--- src/common/scl_regs.vh ---
`ifndef SCL_REGS_VH
`define SCL_REGS_VH
// Register offsets
`define SCL_ADDR_CHANNEL 8'h08
`define SCL_ADDR_ALT_NUM 8'h13
`define SCL_ADDR_ALT_BAND 8'h14
`define SCL_ADDR_CF_CAL 8'h1a
`define SCL_ADDR_DCU_CAL 8'h1b
`define SCL_ADDR_IRQ_STATUS 8'h0f
`define SCL_ADDR_IRQ_ENABLE 8'h30
`define SCL_ADDR_IRQ_CLEAR 8'h31
`define SCL_ADDR_RADIO_STATE 8'h32
`define SCL_ADDR_STATE_REQ 8'h33
// Reset values
`define SCL_RST_CHANNEL 8'h0b
`define SCL_RST_ALT_NUM 8'h00
`define SCL_RST_ALT_BAND 8'h00
`define SCL_RST_CF_CAL 8'h57
`define SCL_RST_DCU_CAL 8'h20
// Field values
`define SCL_CHAN_MIN 5'h0b
`define SCL_CHAN_MAX 5'h1a
`define SCL_BAND_STD 4'h0
`define SCL_BAND_LOW 4'h8
`define SCL_BAND_HIGH 4'h9
`define SCL_NUM_LOW_MIN 8'h20
`define SCL_NUM_HIGH_MAX 8'hba
`define SCL_START_BIT 7
`define SCL_IRQ_LOCK 0
`define SCL_IRQ_UNLOCK 1
// Frequency in half-MHz units
`define SCL_F_STD_BASE 13'h12ca
`define SCL_F_LOW_BASE 13'h1204
`define SCL_F_HIGH_BASE 13'h1304
// Timing: printed time in ns, clock period in ns
`define SCL_CLK_PERIOD_NS 5
`define SCL_T_CF_CAL_NS 8000
`define SCL_T_DCU_CAL_NS 6000
`define SCL_T_CF_CAL_CYC (`SCL_T_CF_CAL_NS / `SCL_CLK_PERIOD_NS)
`define SCL_T_DCU_CAL_CYC (`SCL_T_DCU_CAL_NS / `SCL_CLK_PERIOD_NS)
// Radio states
`define SCL_ST_OFF 4'h0
`define SCL_ST_SYN_ON 4'h1
`define SCL_ST_LISTEN 4'h2
`define SCL_ST_ARET 4'h3
`define SCL_ST_AACK 4'h4
`define SCL_ST_BUSY_TX 4'h5
`define SCL_ST_BUSY_ARET 4'h6
`define SCL_ST_BUSY_RX 4'h7
`define SCL_ST_BUSY_AACK 4'h8
`endif

--- src/logic/scl_synth_channel_lock_control.v ---
// The strobed register port is this design's own decision.
`timescale 1ns/1ps
`default_nettype none
`include "scl_regs.vh"

module scl_synth_channel_lock_control #(
  parameter CF_CAL_CYCLES = `SCL_T_CF_CAL_CYC,
  parameter DCU_CAL_CYCLES = `SCL_T_DCU_CAL_CYC
) (
  input wire mclk, // 200 MHz clock
  input wire resetn, // Synchronous reset, active low
  input wire [7:0] reg_addr, // Register address
  input wire [7:0] reg_wdata, // Write data
  input wire reg_wr, // Write strobe
  input wire reg_rd, // Read strobe
  output reg [7:0] reg_rdata, // Read data, cycle after strobe
  input wire synth_locked_pin, // Lock detector from analogue core
  input wire tx_done, // Transmission completed normally
  input wire rx_done, // Reception completed normally
  input wire frame_start, // Frame begins in active state
  output wire irq, // Level interrupt
  output reg [12:0] synth_freq_q, // Carrier in 0.5 MHz units
  output reg freq_valid_q, // Frequency setting is not reserved
  output reg cf_cal_busy_q, // Centre calibration running
  output reg dcu_cal_busy_q, // Delay calibration running
  output reg [3:0] radio_state_q // Current radio state
);

  // ------------------------------------------------------------
  // Lock input synchroniser
  // ------------------------------------------------------------
  reg [2:0] lock_sync_q;
  reg lock_q;
  // Change counts only when stages two and three agree
  always @(posedge mclk)
  begin
    if (!resetn)
    begin
      lock_sync_q <= 3'b000;
      lock_q <= 1'b0;
    end
    else
    begin
      lock_sync_q <= {lock_sync_q[1:0], synth_locked_pin};
      if (lock_sync_q[1] == lock_sync_q[2])
        lock_q <= lock_sync_q[2];
    end
  end

  // ------------------------------------------------------------
  // Registers
  // ------------------------------------------------------------
  reg [4:0] channel_q;
  reg [2:0] chan_upper_q;
  reg [7:0] alt_num_q;
  reg [3:0] alt_band_q;
  reg [6:0] cf_value_q;
  reg [6:0] dcu_value_q;
  reg [1:0] irq_status_q;
  reg [1:0] irq_enable_q;
  reg [15:0] cf_cnt_q;
  reg [15:0] dcu_cnt_q;
  reg wait_lock_q; // Lock event pending once synthesizer settles
  reg settle_q; // Settling after normal transmit: no event

  wire wr_chan = reg_wr && (reg_addr == `SCL_ADDR_CHANNEL);
  wire wr_num = reg_wr && (reg_addr == `SCL_ADDR_ALT_NUM);
  wire wr_band = reg_wr && (reg_addr == `SCL_ADDR_ALT_BAND);
  wire wr_cf = reg_wr && (reg_addr == `SCL_ADDR_CF_CAL);
  wire wr_dcu = reg_wr && (reg_addr == `SCL_ADDR_DCU_CAL);
  wire wr_en = reg_wr && (reg_addr == `SCL_ADDR_IRQ_ENABLE);
  wire wr_clr = reg_wr && (reg_addr == `SCL_ADDR_IRQ_CLEAR);
  wire wr_req = reg_wr && (reg_addr == `SCL_ADDR_STATE_REQ);
  wire cf_start = wr_cf && reg_wdata[`SCL_START_BIT];
  wire dcu_start = wr_dcu && reg_wdata[`SCL_START_BIT];
  wire freq_change = wr_chan || wr_num || wr_band;

  // Active and idle-side states decoded in several places
  function is_active;
    input [3:0] st;
    begin
      is_active = (st == `SCL_ST_SYN_ON) || (st == `SCL_ST_LISTEN) ||
                  (st == `SCL_ST_ARET) || (st == `SCL_ST_AACK);
    end
  endfunction

  function is_syn_or_listen;
    input [3:0] st;
    begin
      is_syn_or_listen = (st == `SCL_ST_SYN_ON) || (st == `SCL_ST_LISTEN);
    end
  endfunction

  // Software-held configuration
  always @(posedge mclk)
  begin
    if (!resetn)
    begin
      {chan_upper_q, channel_q} <= `SCL_RST_CHANNEL;
      alt_num_q <= `SCL_RST_ALT_NUM;
      alt_band_q <= 4'h0;
      cf_value_q <= 7'h57;
      dcu_value_q <= 7'h20;
      irq_enable_q <= 2'b00;
    end
    else
    begin
      if (wr_chan)
      begin
        channel_q <= reg_wdata[4:0];
        chan_upper_q <= reg_wdata[7:5];
      end
      if (wr_num)
        alt_num_q <= reg_wdata;
      // Upper nibble has no storage, so it stays read-only
      if (wr_band)
        alt_band_q <= reg_wdata[3:0];
      if (wr_cf)
        cf_value_q <= reg_wdata[6:0];
      if (wr_dcu)
        dcu_value_q <= reg_wdata[6:0];
      if (wr_en)
        irq_enable_q <= reg_wdata[1:0];
    end
  end

  // ------------------------------------------------------------
  // Frequency decode
  // ------------------------------------------------------------
  reg [12:0] freq_d;
  reg valid_d;
  always @*
  begin
    freq_d = synth_freq_q;
    valid_d = 1'b0;
    case (alt_band_q)
      `SCL_BAND_STD:
      begin
        // Five MHz is ten half-MHz units per code
        valid_d = (channel_q >= `SCL_CHAN_MIN) && (channel_q <= `SCL_CHAN_MAX);
        freq_d = `SCL_F_STD_BASE + 13'd10 * {8'h00, channel_q - `SCL_CHAN_MIN};
      end
      `SCL_BAND_LOW:
      begin
        valid_d = (alt_num_q >= `SCL_NUM_LOW_MIN);
        freq_d = `SCL_F_LOW_BASE + {5'h00, alt_num_q};
      end
      `SCL_BAND_HIGH:
      begin
        valid_d = (alt_num_q <= `SCL_NUM_HIGH_MAX);
        freq_d = `SCL_F_HIGH_BASE + {5'h00, alt_num_q};
      end
      default:
      begin
        valid_d = 1'b0; // Reserved band keeps last frequency
        freq_d = synth_freq_q;
      end
    endcase
  end

  always @(posedge mclk)
  begin
    if (!resetn)
    begin
      synth_freq_q <= `SCL_F_STD_BASE;
      freq_valid_q <= 1'b1;
    end
    else
    begin
      synth_freq_q <= freq_d;
      freq_valid_q <= valid_d;
    end
  end

  // ------------------------------------------------------------
  // Calibration timers
  // ------------------------------------------------------------
  wire cf_done = cf_cal_busy_q && (cf_cnt_q == 16'h0001);
  wire dcu_done = dcu_cal_busy_q && (dcu_cnt_q == 16'h0001);
  // Both calibrations may run at once
  always @(posedge mclk)
  begin
    if (!resetn)
    begin
      cf_cal_busy_q <= 1'b0;
      cf_cnt_q <= 16'h0000;
      dcu_cal_busy_q <= 1'b0;
      dcu_cnt_q <= 16'h0000;
    end
    else
    begin
      if (cf_start)
      begin
        cf_cal_busy_q <= 1'b1;
        cf_cnt_q <= CF_CAL_CYCLES[15:0];
      end
      else if (cf_done)
        cf_cal_busy_q <= 1'b0;
      else if (cf_cal_busy_q)
        cf_cnt_q <= cf_cnt_q - 16'h0001;
      if (dcu_start)
      begin
        dcu_cal_busy_q <= 1'b1;
        dcu_cnt_q <= DCU_CAL_CYCLES[15:0];
      end
      else if (dcu_done)
        dcu_cal_busy_q <= 1'b0;
      else if (dcu_cal_busy_q)
        dcu_cnt_q <= dcu_cnt_q - 16'h0001;
    end
  end

  // ------------------------------------------------------------
  // Radio state and lock events
  // ------------------------------------------------------------
  reg [3:0] state_d;
  reg lock_ev;
  reg unlock_ev;
  reg wait_d;
  reg settle_d;
  reg lock_sync_prev_q;
  wire lock_rise = lock_q && !lock_sync_prev_q;
  wire lock_fall = !lock_q && lock_sync_prev_q;

  always @*
  begin
    state_d = radio_state_q;
    lock_ev = 1'b0;
    unlock_ev = 1'b0;
    wait_d = wait_lock_q;
    settle_d = settle_q;
    // Software-requested transitions
    if (wr_req)
    begin
      state_d = reg_wdata[3:0];
      if ((radio_state_q == `SCL_ST_OFF) && is_active(reg_wdata[3:0]))
        wait_d = 1'b1;
    end
    // Expected unlocks from retuning or manual centre calibration
    if (is_syn_or_listen(radio_state_q) && (freq_change || cf_start))
    begin
      unlock_ev = 1'b1;
      wait_d = 1'b1;
    end
    else if (is_active(radio_state_q) && freq_change)
      wait_d = 1'b1;
    if (cf_done)
      wait_d = 1'b1;
    // Lock reached: report unless centre cal is running or still settling after a transmit
    if (wait_lock_q && lock_q && !cf_cal_busy_q && !settle_q)
    begin
      lock_ev = 1'b1;
      wait_d = 1'b0;
    end
    // Unexpected loss of lock, and the relock that follows it
    if (lock_fall && !wait_lock_q && !settle_q)
      unlock_ev = 1'b1;
    if (lock_rise && !wait_lock_q && !settle_q && irq_status_q[`SCL_IRQ_UNLOCK])
      lock_ev = 1'b1;
    case (radio_state_q)
      `SCL_ST_BUSY_TX, `SCL_ST_BUSY_ARET:
      begin
        if (lock_fall || lock_rise)
          state_d = `SCL_ST_SYN_ON;
        else if (tx_done)
        begin
          state_d = (radio_state_q == `SCL_ST_BUSY_TX) ? `SCL_ST_SYN_ON : `SCL_ST_ARET;
          settle_d = 1'b1;
        end
      end
      `SCL_ST_BUSY_RX, `SCL_ST_BUSY_AACK:
      begin
        if (!lock_q)
          wait_d = 1'b1;
        if ((wait_lock_q && lock_q) || rx_done)
          state_d = (radio_state_q == `SCL_ST_BUSY_RX) ? `SCL_ST_LISTEN : `SCL_ST_AACK;
      end
      `SCL_ST_SYN_ON, `SCL_ST_ARET:
      begin
        if (settle_q && lock_q)
          settle_d = 1'b0;
        if (frame_start && (radio_state_q == `SCL_ST_ARET))
          state_d = `SCL_ST_BUSY_ARET;
      end
      `SCL_ST_LISTEN, `SCL_ST_AACK:
      begin
        if (frame_start)
          state_d = (radio_state_q == `SCL_ST_LISTEN) ? `SCL_ST_BUSY_RX : `SCL_ST_BUSY_AACK;
      end
      default:
        settle_d = 1'b0;
    endcase
  end

  always @(posedge mclk)
  begin
    if (!resetn)
    begin
      radio_state_q <= `SCL_ST_OFF;
      wait_lock_q <= 1'b0;
      settle_q <= 1'b0;
      lock_sync_prev_q <= 1'b0;
    end
    else
    begin
      radio_state_q <= state_d;
      wait_lock_q <= wait_d;
      settle_q <= settle_d;
      lock_sync_prev_q <= lock_q;
    end
  end

  // ------------------------------------------------------------
  // Interrupt status
  // ------------------------------------------------------------
  // Each new event wipes the opposite flag; set wins over clear
  always @(posedge mclk)
  begin
    if (!resetn)
      irq_status_q <= 2'b00;
    else
    begin
      if (lock_ev)
        irq_status_q <= 2'b01;
      else if (unlock_ev)
        irq_status_q <= 2'b10;
      else if (wr_clr)
        irq_status_q <= irq_status_q & ~reg_wdata[1:0];
    end
  end

  assign irq = |(irq_status_q & irq_enable_q);

  // ------------------------------------------------------------
  // Read port
  // ------------------------------------------------------------
  always @(posedge mclk)
  begin
    if (!resetn)
      reg_rdata <= 8'h00;
    else if (reg_rd)
    begin
      case (reg_addr)
        `SCL_ADDR_CHANNEL: reg_rdata <= {chan_upper_q, channel_q};
        `SCL_ADDR_ALT_NUM: reg_rdata <= alt_num_q;
        `SCL_ADDR_ALT_BAND: reg_rdata <= {4'h0, alt_band_q};
        `SCL_ADDR_CF_CAL: reg_rdata <= {cf_cal_busy_q, cf_value_q};
        `SCL_ADDR_DCU_CAL: reg_rdata <= {dcu_cal_busy_q, dcu_value_q};
        `SCL_ADDR_IRQ_STATUS: reg_rdata <= {6'h00, irq_status_q};
        `SCL_ADDR_IRQ_ENABLE: reg_rdata <= {6'h00, irq_enable_q};
        `SCL_ADDR_RADIO_STATE: reg_rdata <= {4'h0, radio_state_q};
        default: reg_rdata <= 8'h00;
      endcase
    end
    else
      reg_rdata <= 8'h00;
  end

endmodule // scl_synth_channel_lock_control
`default_nettype wire

--- config.mk ---
export PLATFORM = sky130hd
export DESIGN_NAME = scl_synth_channel_lock_control
export DESIGN_NICKNAME = d
export VERILOG_FILES = /design/src/logic/scl_synth_channel_lock_control.v
export VERILOG_INCLUDE_DIRS = /design/src /design/src/common
export SDC_FILE = /design/constraint.sdc
export NUM_CORES = 1
export LEC_CHECK = 0
export ABC_CLOCK_PERIOD_IN_PS = 5060
export BUFFER_PORTS_ARGS = -buffer_cell sky130_fd_sc_hd__buf_2
export CAP_MARGIN = 10
export CORE_MARGIN = 2
export CORE_UTILIZATION = 30
export CTS_CLUSTER_SIZE = 10
export DETAILED_ROUTE_END_ITERATION = 10
export SETUP_SLACK_MARGIN = 0.05
export SLEW_MARGIN = 10
export SYNTH_ARGS = -nofsm -noshare
export SYNTH_HDL_FRONTEND = slang
export SYNTH_SLANG_ARGS = --single-unit
export TNS_END_PERCENT = 30
--- constraint.sdc ---
create_clock -name mclk -period 5.06 [get_ports mclk]
set_input_delay 0 -clock mclk [delete_from_list [all_inputs] [get_ports mclk]]
set_output_delay 0 -clock mclk [all_outputs]
set_load 0.01 [all_outputs]
# Yosys cells after proc, flatten, opt, wreduce, memory -nomap -nowiden
# Index checks and enable logic that the tools add are counted.
# W data, S select, Z words.
# word_totals
ff_bits	105
latch_bits	0
ramBits	0
output_inout_bits	29
in_bits	24
elab_cells	184
rom_bits	0
memories	0
# classes
bitwise	7
shift	0
div_mod_pow	0
eq_ne	32
add_sub_neg	6
order_cmp	4
n_reduce_logical	68
multipliers	1
muxes	42
# op_table
op	count
$mux W11	6
$pmux W8 S8	1
$pmux W13 S3	1
$eq A16 B1 Y1 const B	2
$eq A8 B5 Y1 const B	4
$eq A8 B6 Y1 const B	4
$sub A16 B1 Y16 const B	2
$logic_and A1 B1 Y1	28
$mux W4	7
$add A13 B8 Y13 const A	2
$eq A4 B3 Y1 const B	5
$mux W1	20
$eq A4 B2 Y1 const B	4
$eq A8 B4 Y1 const B	2
$pmux W4 S4	1
$reduce_or A2 Y1	8
$add A13 B9 Y13 const A	1
$eq A4 B4 Y1 const B	3
$logic_or A1 B1 Y1	11
$ne A2 B2 Y1 const B	5
$reduce_and A2 Y1	5
$reduce_bool A2 Y1	5
$eq A4 B1 Y1 const B	2
$ge A8 B6 Y1 const B	1
17 further kinds	30

# Logic depth before layout (Yosys ltp)
# depth
ltp_word	13
ltp_mapped	12
mapped_depth_nobuf	11

# Least setup slack after synthesis
# OpenSTA, ideal clock, no wires.
# synth_path
path_kind	flip-flop to flip-flop
start	register channel_q[0]
end	register synth_freq_q[7]
setup_ns	0.131
arrival_ns	2.664
path_slack_ns	2.266
t_required_ns	4.929
n_path_buf	1
period_less_slack_ns	2.794
stages_incl_launch_ff	13
cell_sequence	dfxtp_1 > clkbuf_1 > inv_1 > ha_1 > inv_1 > ha_1 > ha_1 > fa_1 > xor2_1 > o21bai_1 > xor3_1 > mux2i_1 > o21ai_1
# synth_between
elab_chain_len	4
# synth_lines
item	line_no	rtl
start, declared	scl_synth_channel_lock_control.v:53	reg [4:0] channel_q;
start signal, assigned	scl_synth_channel_lock_control.v:99	{chan_upper_q, channel_q} <= `SCL_RST_CHANNEL;
start signal, assigned	scl_synth_channel_lock_control.v:110	channel_q <= reg_wdata[4:0];
$sub A5 B4 Y5 (no line)	n/a	
$mul A3 B5 Y8	scl_synth_channel_lock_control.v:141	freq_d = `SCL_F_STD_BASE + 13'd10 * {8'h00, channel_q - `SCL_CHAN_MIN};
$add A13 B9 Y13 (no line)	n/a	
$pmux W13 S3	scl_synth_channel_lock_control.v:136	case (alt_band_q)
end signal, assigned	scl_synth_channel_lock_control.v:165	synth_freq_q <= `SCL_F_STD_BASE;
end signal, assigned	scl_synth_channel_lock_control.v:170	synth_freq_q <= freq_d;
end, declared	scl_synth_channel_lock_control.v:22	output reg [12:0] synth_freq_q,
# Every way passes these cells.
# A chain may end at the register's enable or synchronous reset.

# Worst setup path after layout
# Same ends and word-level chain as after synthesis.

==> flow_metrics.py <==
metrics = {
    "global_route": {
        "first_global_vias": 4702,
        "met2_usage_in_global_routing_pct": 24.71,
        "globalRoute.busiestLayer": "met2",
        "grt_met3_usage_pct": 3.240,
        "maximum_number_of_pins_on_one_net_before_global_route_repair": 35,
        "global_route.overflow_total": 0,
        "number_of_antenna_violations_at_the_first_check_in_global_routing": 1,
        "met1_usage_pct": 21.07,
        "global_route.usage.total_pct": 15.79,
        "first_pass_grt_wire_length_um": 25030,
    },
    "timing": {
        "worst_slew_pin_slew_ns": 1.045,
        "totalNegativeSetupSlack_ns": 0,
        "max_freq_mhz": 319.6,
        "setup_viol": 0,
        "final.min_clock_period_ns": 3.129,
        "hold_slack_ns": 0.005297,
        "timing.final.max_slew_violations": 0,
        "finalClockSkew_ns": 0.005836,
        "final.period_utilization_pct": 61.84,
        "rsz_0062_raised_after_global_routing": "no",
        "finalHoldViolations": 0,
        "max-slew-margin-rel_pct": 29.76,
    },
    "route": {
        "drt-total-wl_um": 15450,
        "drc": 0,
        "detailedRoute.firstIterationViolations": 322,
        "detail-route-antenna-nets": 0,
        "avgRoutedWirePerCell_um": 16.65,
        "vias_per_cell": 5.366,
        "drt_first_pass_iters": 7,
        "num_vias": 4980,
    },
    "power": {
        "power_density_nw_per_um2": 288.4,
        "power_w": 0.001858,
        "power_leakage_nw": 2.527,
        "vdd_drop_max_mv": 0.1836,
    },
    "min_path": {
        "hold_path_class": "primary input to flip-flop",
    },
    "synth": {
        "ys.flop_type": "sky130_fd_sc_hd__dfxtp_1",
        "ys_ff_latch": 103,
        "syn-num-nets": 706,
        "synth_sequential_area_ratio_pct": 36.17,
        "synth_area_um2": 5700,
        "syn-instance-count": 664,
        "synthArstFlopShare_pct": 0,
        "synth.lib_cells_used.distinct": 79,
        "synth_enable_flop_cells": 0,
        "synthesis.yosys.warnings": 0,
        "syn_avg_cell_area_um2": 8.585,
    },
    "floorplanning": {
        "die_w_um": 141.8,
        "top_level_ports": 53,
        "total_die_area_um2": 20120,
        "placeableCoreArea_um2": 18710,
        "floorplan.rows": 50,
        "floorplan.initialDensity_pct": 30.47,
        "die_span_in_y_um": 141.8,
    },
    "clocking": {
        "cts_tree": "done",
        "cts.path.max_buffers": 2,
        "insertion_delay_ns": 0.35,
        "cts.repair_timing.setup_buffer_count": 0,
        "clk_pin_slew_worst_paths_ns": 0.07,
        "cts_inserted_buffers": 9,
        "cts_htree_levels": 3,
        "clkSinkCount": 103,
        "resized_cells_post_cts": 0,
        "clock-root-buffer": "sky130_fd_sc_hd__clkbuf_16",
    },
    "worst_setup_path": {
        "critical_path_class": "flip-flop to flip-flop",
        "required_ns": 5.29,
        "arrival_time_at_the_worst_endpoint_ns": 3.35,
        "endpoint_kind": "flip-flop",
        "setup.worst_path.start_class": "flip-flop",
        "worst-path-max-fanout": 8,
        "max_incr_delay_on_cp_ns": 0.48,
        "crit_slowest_cell": "sky130_fd_sc_hd__fa_1",
        "cell_chain_of_the_critical_path": "ha_1 -> o21ai_1 -> xor2_1 -> ha_1 -> fa_1 -> xor2_1 -> o21bai_1 -> xor3_1 -> mux2i_1 -> o21ai_1",
    },
    "final_layout": {
        "finalNetCount": 732,
        "area_growth_syn_to_layout_pct": 13.02,
        "n_antenna_cell": 0,
        "layout-drive-gt1-share_pct": 12.25,
        "finalInstanceArea_um2": 6442,
        "stdcell_count": 928,
    },
    "run": {
        "drv.max_cap_violation_count": 0,
    },
    "place": {
        "placed_area_um2": 6075,
        "post-dp-hpwl_um": 10930,
        "final_weighted_congestion_in_routability_driven_placement": 0.8918,
        "placement.io_buffers": 50,
        "placed_cells": 906,
    },
    "run_status": {
        "run_status": "finished clean",
    },
}
## stage by stage
step / util (%) / worst slack, ns
after floorplan: - / 2.266
after global placement: 32.47 / 2.024
after detailed placement: 32.47 / 1.999
after CTS: 34.44 / 1.944
after global routing: 34.44 / 1.704
final: 34.44 / 1.931
## synthesized netlist by cell type, types with 14 or more instances
library cell               count  share of area, %
sky130_fd_sc_hd__a21oi_1      46               4.0
sky130_fd_sc_hd__clkbuf_1     29               1.9
sky130_fd_sc_hd__dfxtp_1     103                36
sky130_fd_sc_hd__ha_1         17               3.7
sky130_fd_sc_hd__inv_1        20               1.3
sky130_fd_sc_hd__mux2i_1      34               6.0
sky130_fd_sc_hd__nand2_1      51               3.4
sky130_fd_sc_hd__nand3_1      22               1.9
sky130_fd_sc_hd__nand4_1      14               1.5
sky130_fd_sc_hd__nor2_1       68               4.5
sky130_fd_sc_hd__o21ai_0      15               1.3
sky130_fd_sc_hd__xnor2_1      16               2.5
sky130_fd_sc_hd__xor2_1       20               3.1
## cells in the final DEF, fill, tap and decap left out, types with 7 or more instances in the layout
master / Yosys / routed
sky130_fd_sc_hd__nand3_1: 22 / 22
sky130_fd_sc_hd__and2_1: 8 / 8
sky130_fd_sc_hd__nand2b_1: 8 / 8
sky130_fd_sc_hd__dfxtp_1: 103 / 103
sky130_fd_sc_hd__ha_1: 17 / 17
sky130_fd_sc_hd__nand4_1: 14 / 14
sky130_fd_sc_hd__nor3_1: 8 / 8
sky130_fd_sc_hd__a22oi_1: 12 / 12
sky130_fd_sc_hd__o21ai_0: 15 / 15
sky130_fd_sc_hd__nor2b_1: 7 / 7
sky130_fd_sc_hd__nor2_1: 68 / 68
sky130_fd_sc_hd__clkbuf_16: 0 / 9
sky130_fd_sc_hd__o211ai_1: 11 / 11
sky130_fd_sc_hd__xnor2_1: 16 / 16
sky130_fd_sc_hd__o2111ai_1: 7 / 7
sky130_fd_sc_hd__buf_2: 6 / 50
sky130_fd_sc_hd__a21oi_1: 46 / 46
sky130_fd_sc_hd__mux2i_1: 34 / 34
sky130_fd_sc_hd__nand2_1: 51 / 51
sky130_fd_sc_hd__dlygate4sd3_1: 0 / 7
sky130_fd_sc_hd__inv_1: 20 / 20
sky130_fd_sc_hd__xor2_1: 20 / 20
sky130_fd_sc_hd__a31oi_1: 9 / 9
## path summary, 6_finish.rpt
check	cells past startpoint	end	slack, ns	start
setup / recovery	10	synth_freq_q[7]	1.93	channel_q[0]
hold / removal	3	alt_num_q[2]	0.005	reg_wdata[2]
setup reg to reg	10	synth_freq_q[7]	1.93	channel_q[0]
hold reg to reg	1	lock_sync_q[1]	0.44	lock_sync_q[0]
## state kept, by name, indices dropped and copies added (netlist names), 2 cells and up
name           cells
dcu_value_q        7
lock_sync_q        3
alt_num_q          8
cf_cnt_q          16
irq_enable_q       2
channel_q          5
chan_upper_q       3
reg_rdata          8
cf_value_q         7
irq_status_q       2
dcu_cnt_q         16
radio_state_q      4
synth_freq_q      11
alt_band_q         4
## power breakdown
part	internal (W)	switching (W)
sequential	0.000824	0.0000525
clock	0.000405	0.000307
combinational	0.000116	0.000153
## logic make-up (layout without fill, tap and decap cells)
family / Yosys count / in the layout / synth area share [%]
xor+xnor: 37 / 37 / 5.948
mux: 38 / 38 / 6.760
flops: 103 / 103 / 36.17
other cells: 2 / 2 / 0.1317
buf+inv: 63 / 93 / 4.412
simple gates: 245 / 245 / 23.57
compound gates: 157 / 157 / 18.75
fa+ha+maj: 19 / 19 / 4.258
## cell type report
cell class | count | area, um^2
inverters | 20 | 75.07
repair buffers | 58 | 327.8
fillers | 1931 | 12260
clock inverters | 4 | 45.04
flip-flops and latches | 103 | 2062
multi-input cells | 498 | 3387
clock buffers | 11 | 252.7
well taps | 234 | 292.8
## metal layers
layer	part of all wire [%]	vias to the layer above
met4	2.2	2
met2	45	144
li1	-	2483
met5	0.045	-
met1	46	2327
met3	6.5	24
## timing repair
action	in CTS	in global routing
hold buffers	7	0
endpoints found under the hold margin	20	0
setup endpoints to repair	0	0
## critical path: cells and delay by family (launching register included)
family | cells | cell delay, ns
flip-flops | 1 | 0.39
AO/OA/AOI/OAI | 3 | 0.42
adder cells (fa/ha/maj) | 3 | 1.10
XOR/XNOR | 3 | 0.96
multiplexers | 1 | 0.14
Note: power is estimated with default switching activity, not from simulation.
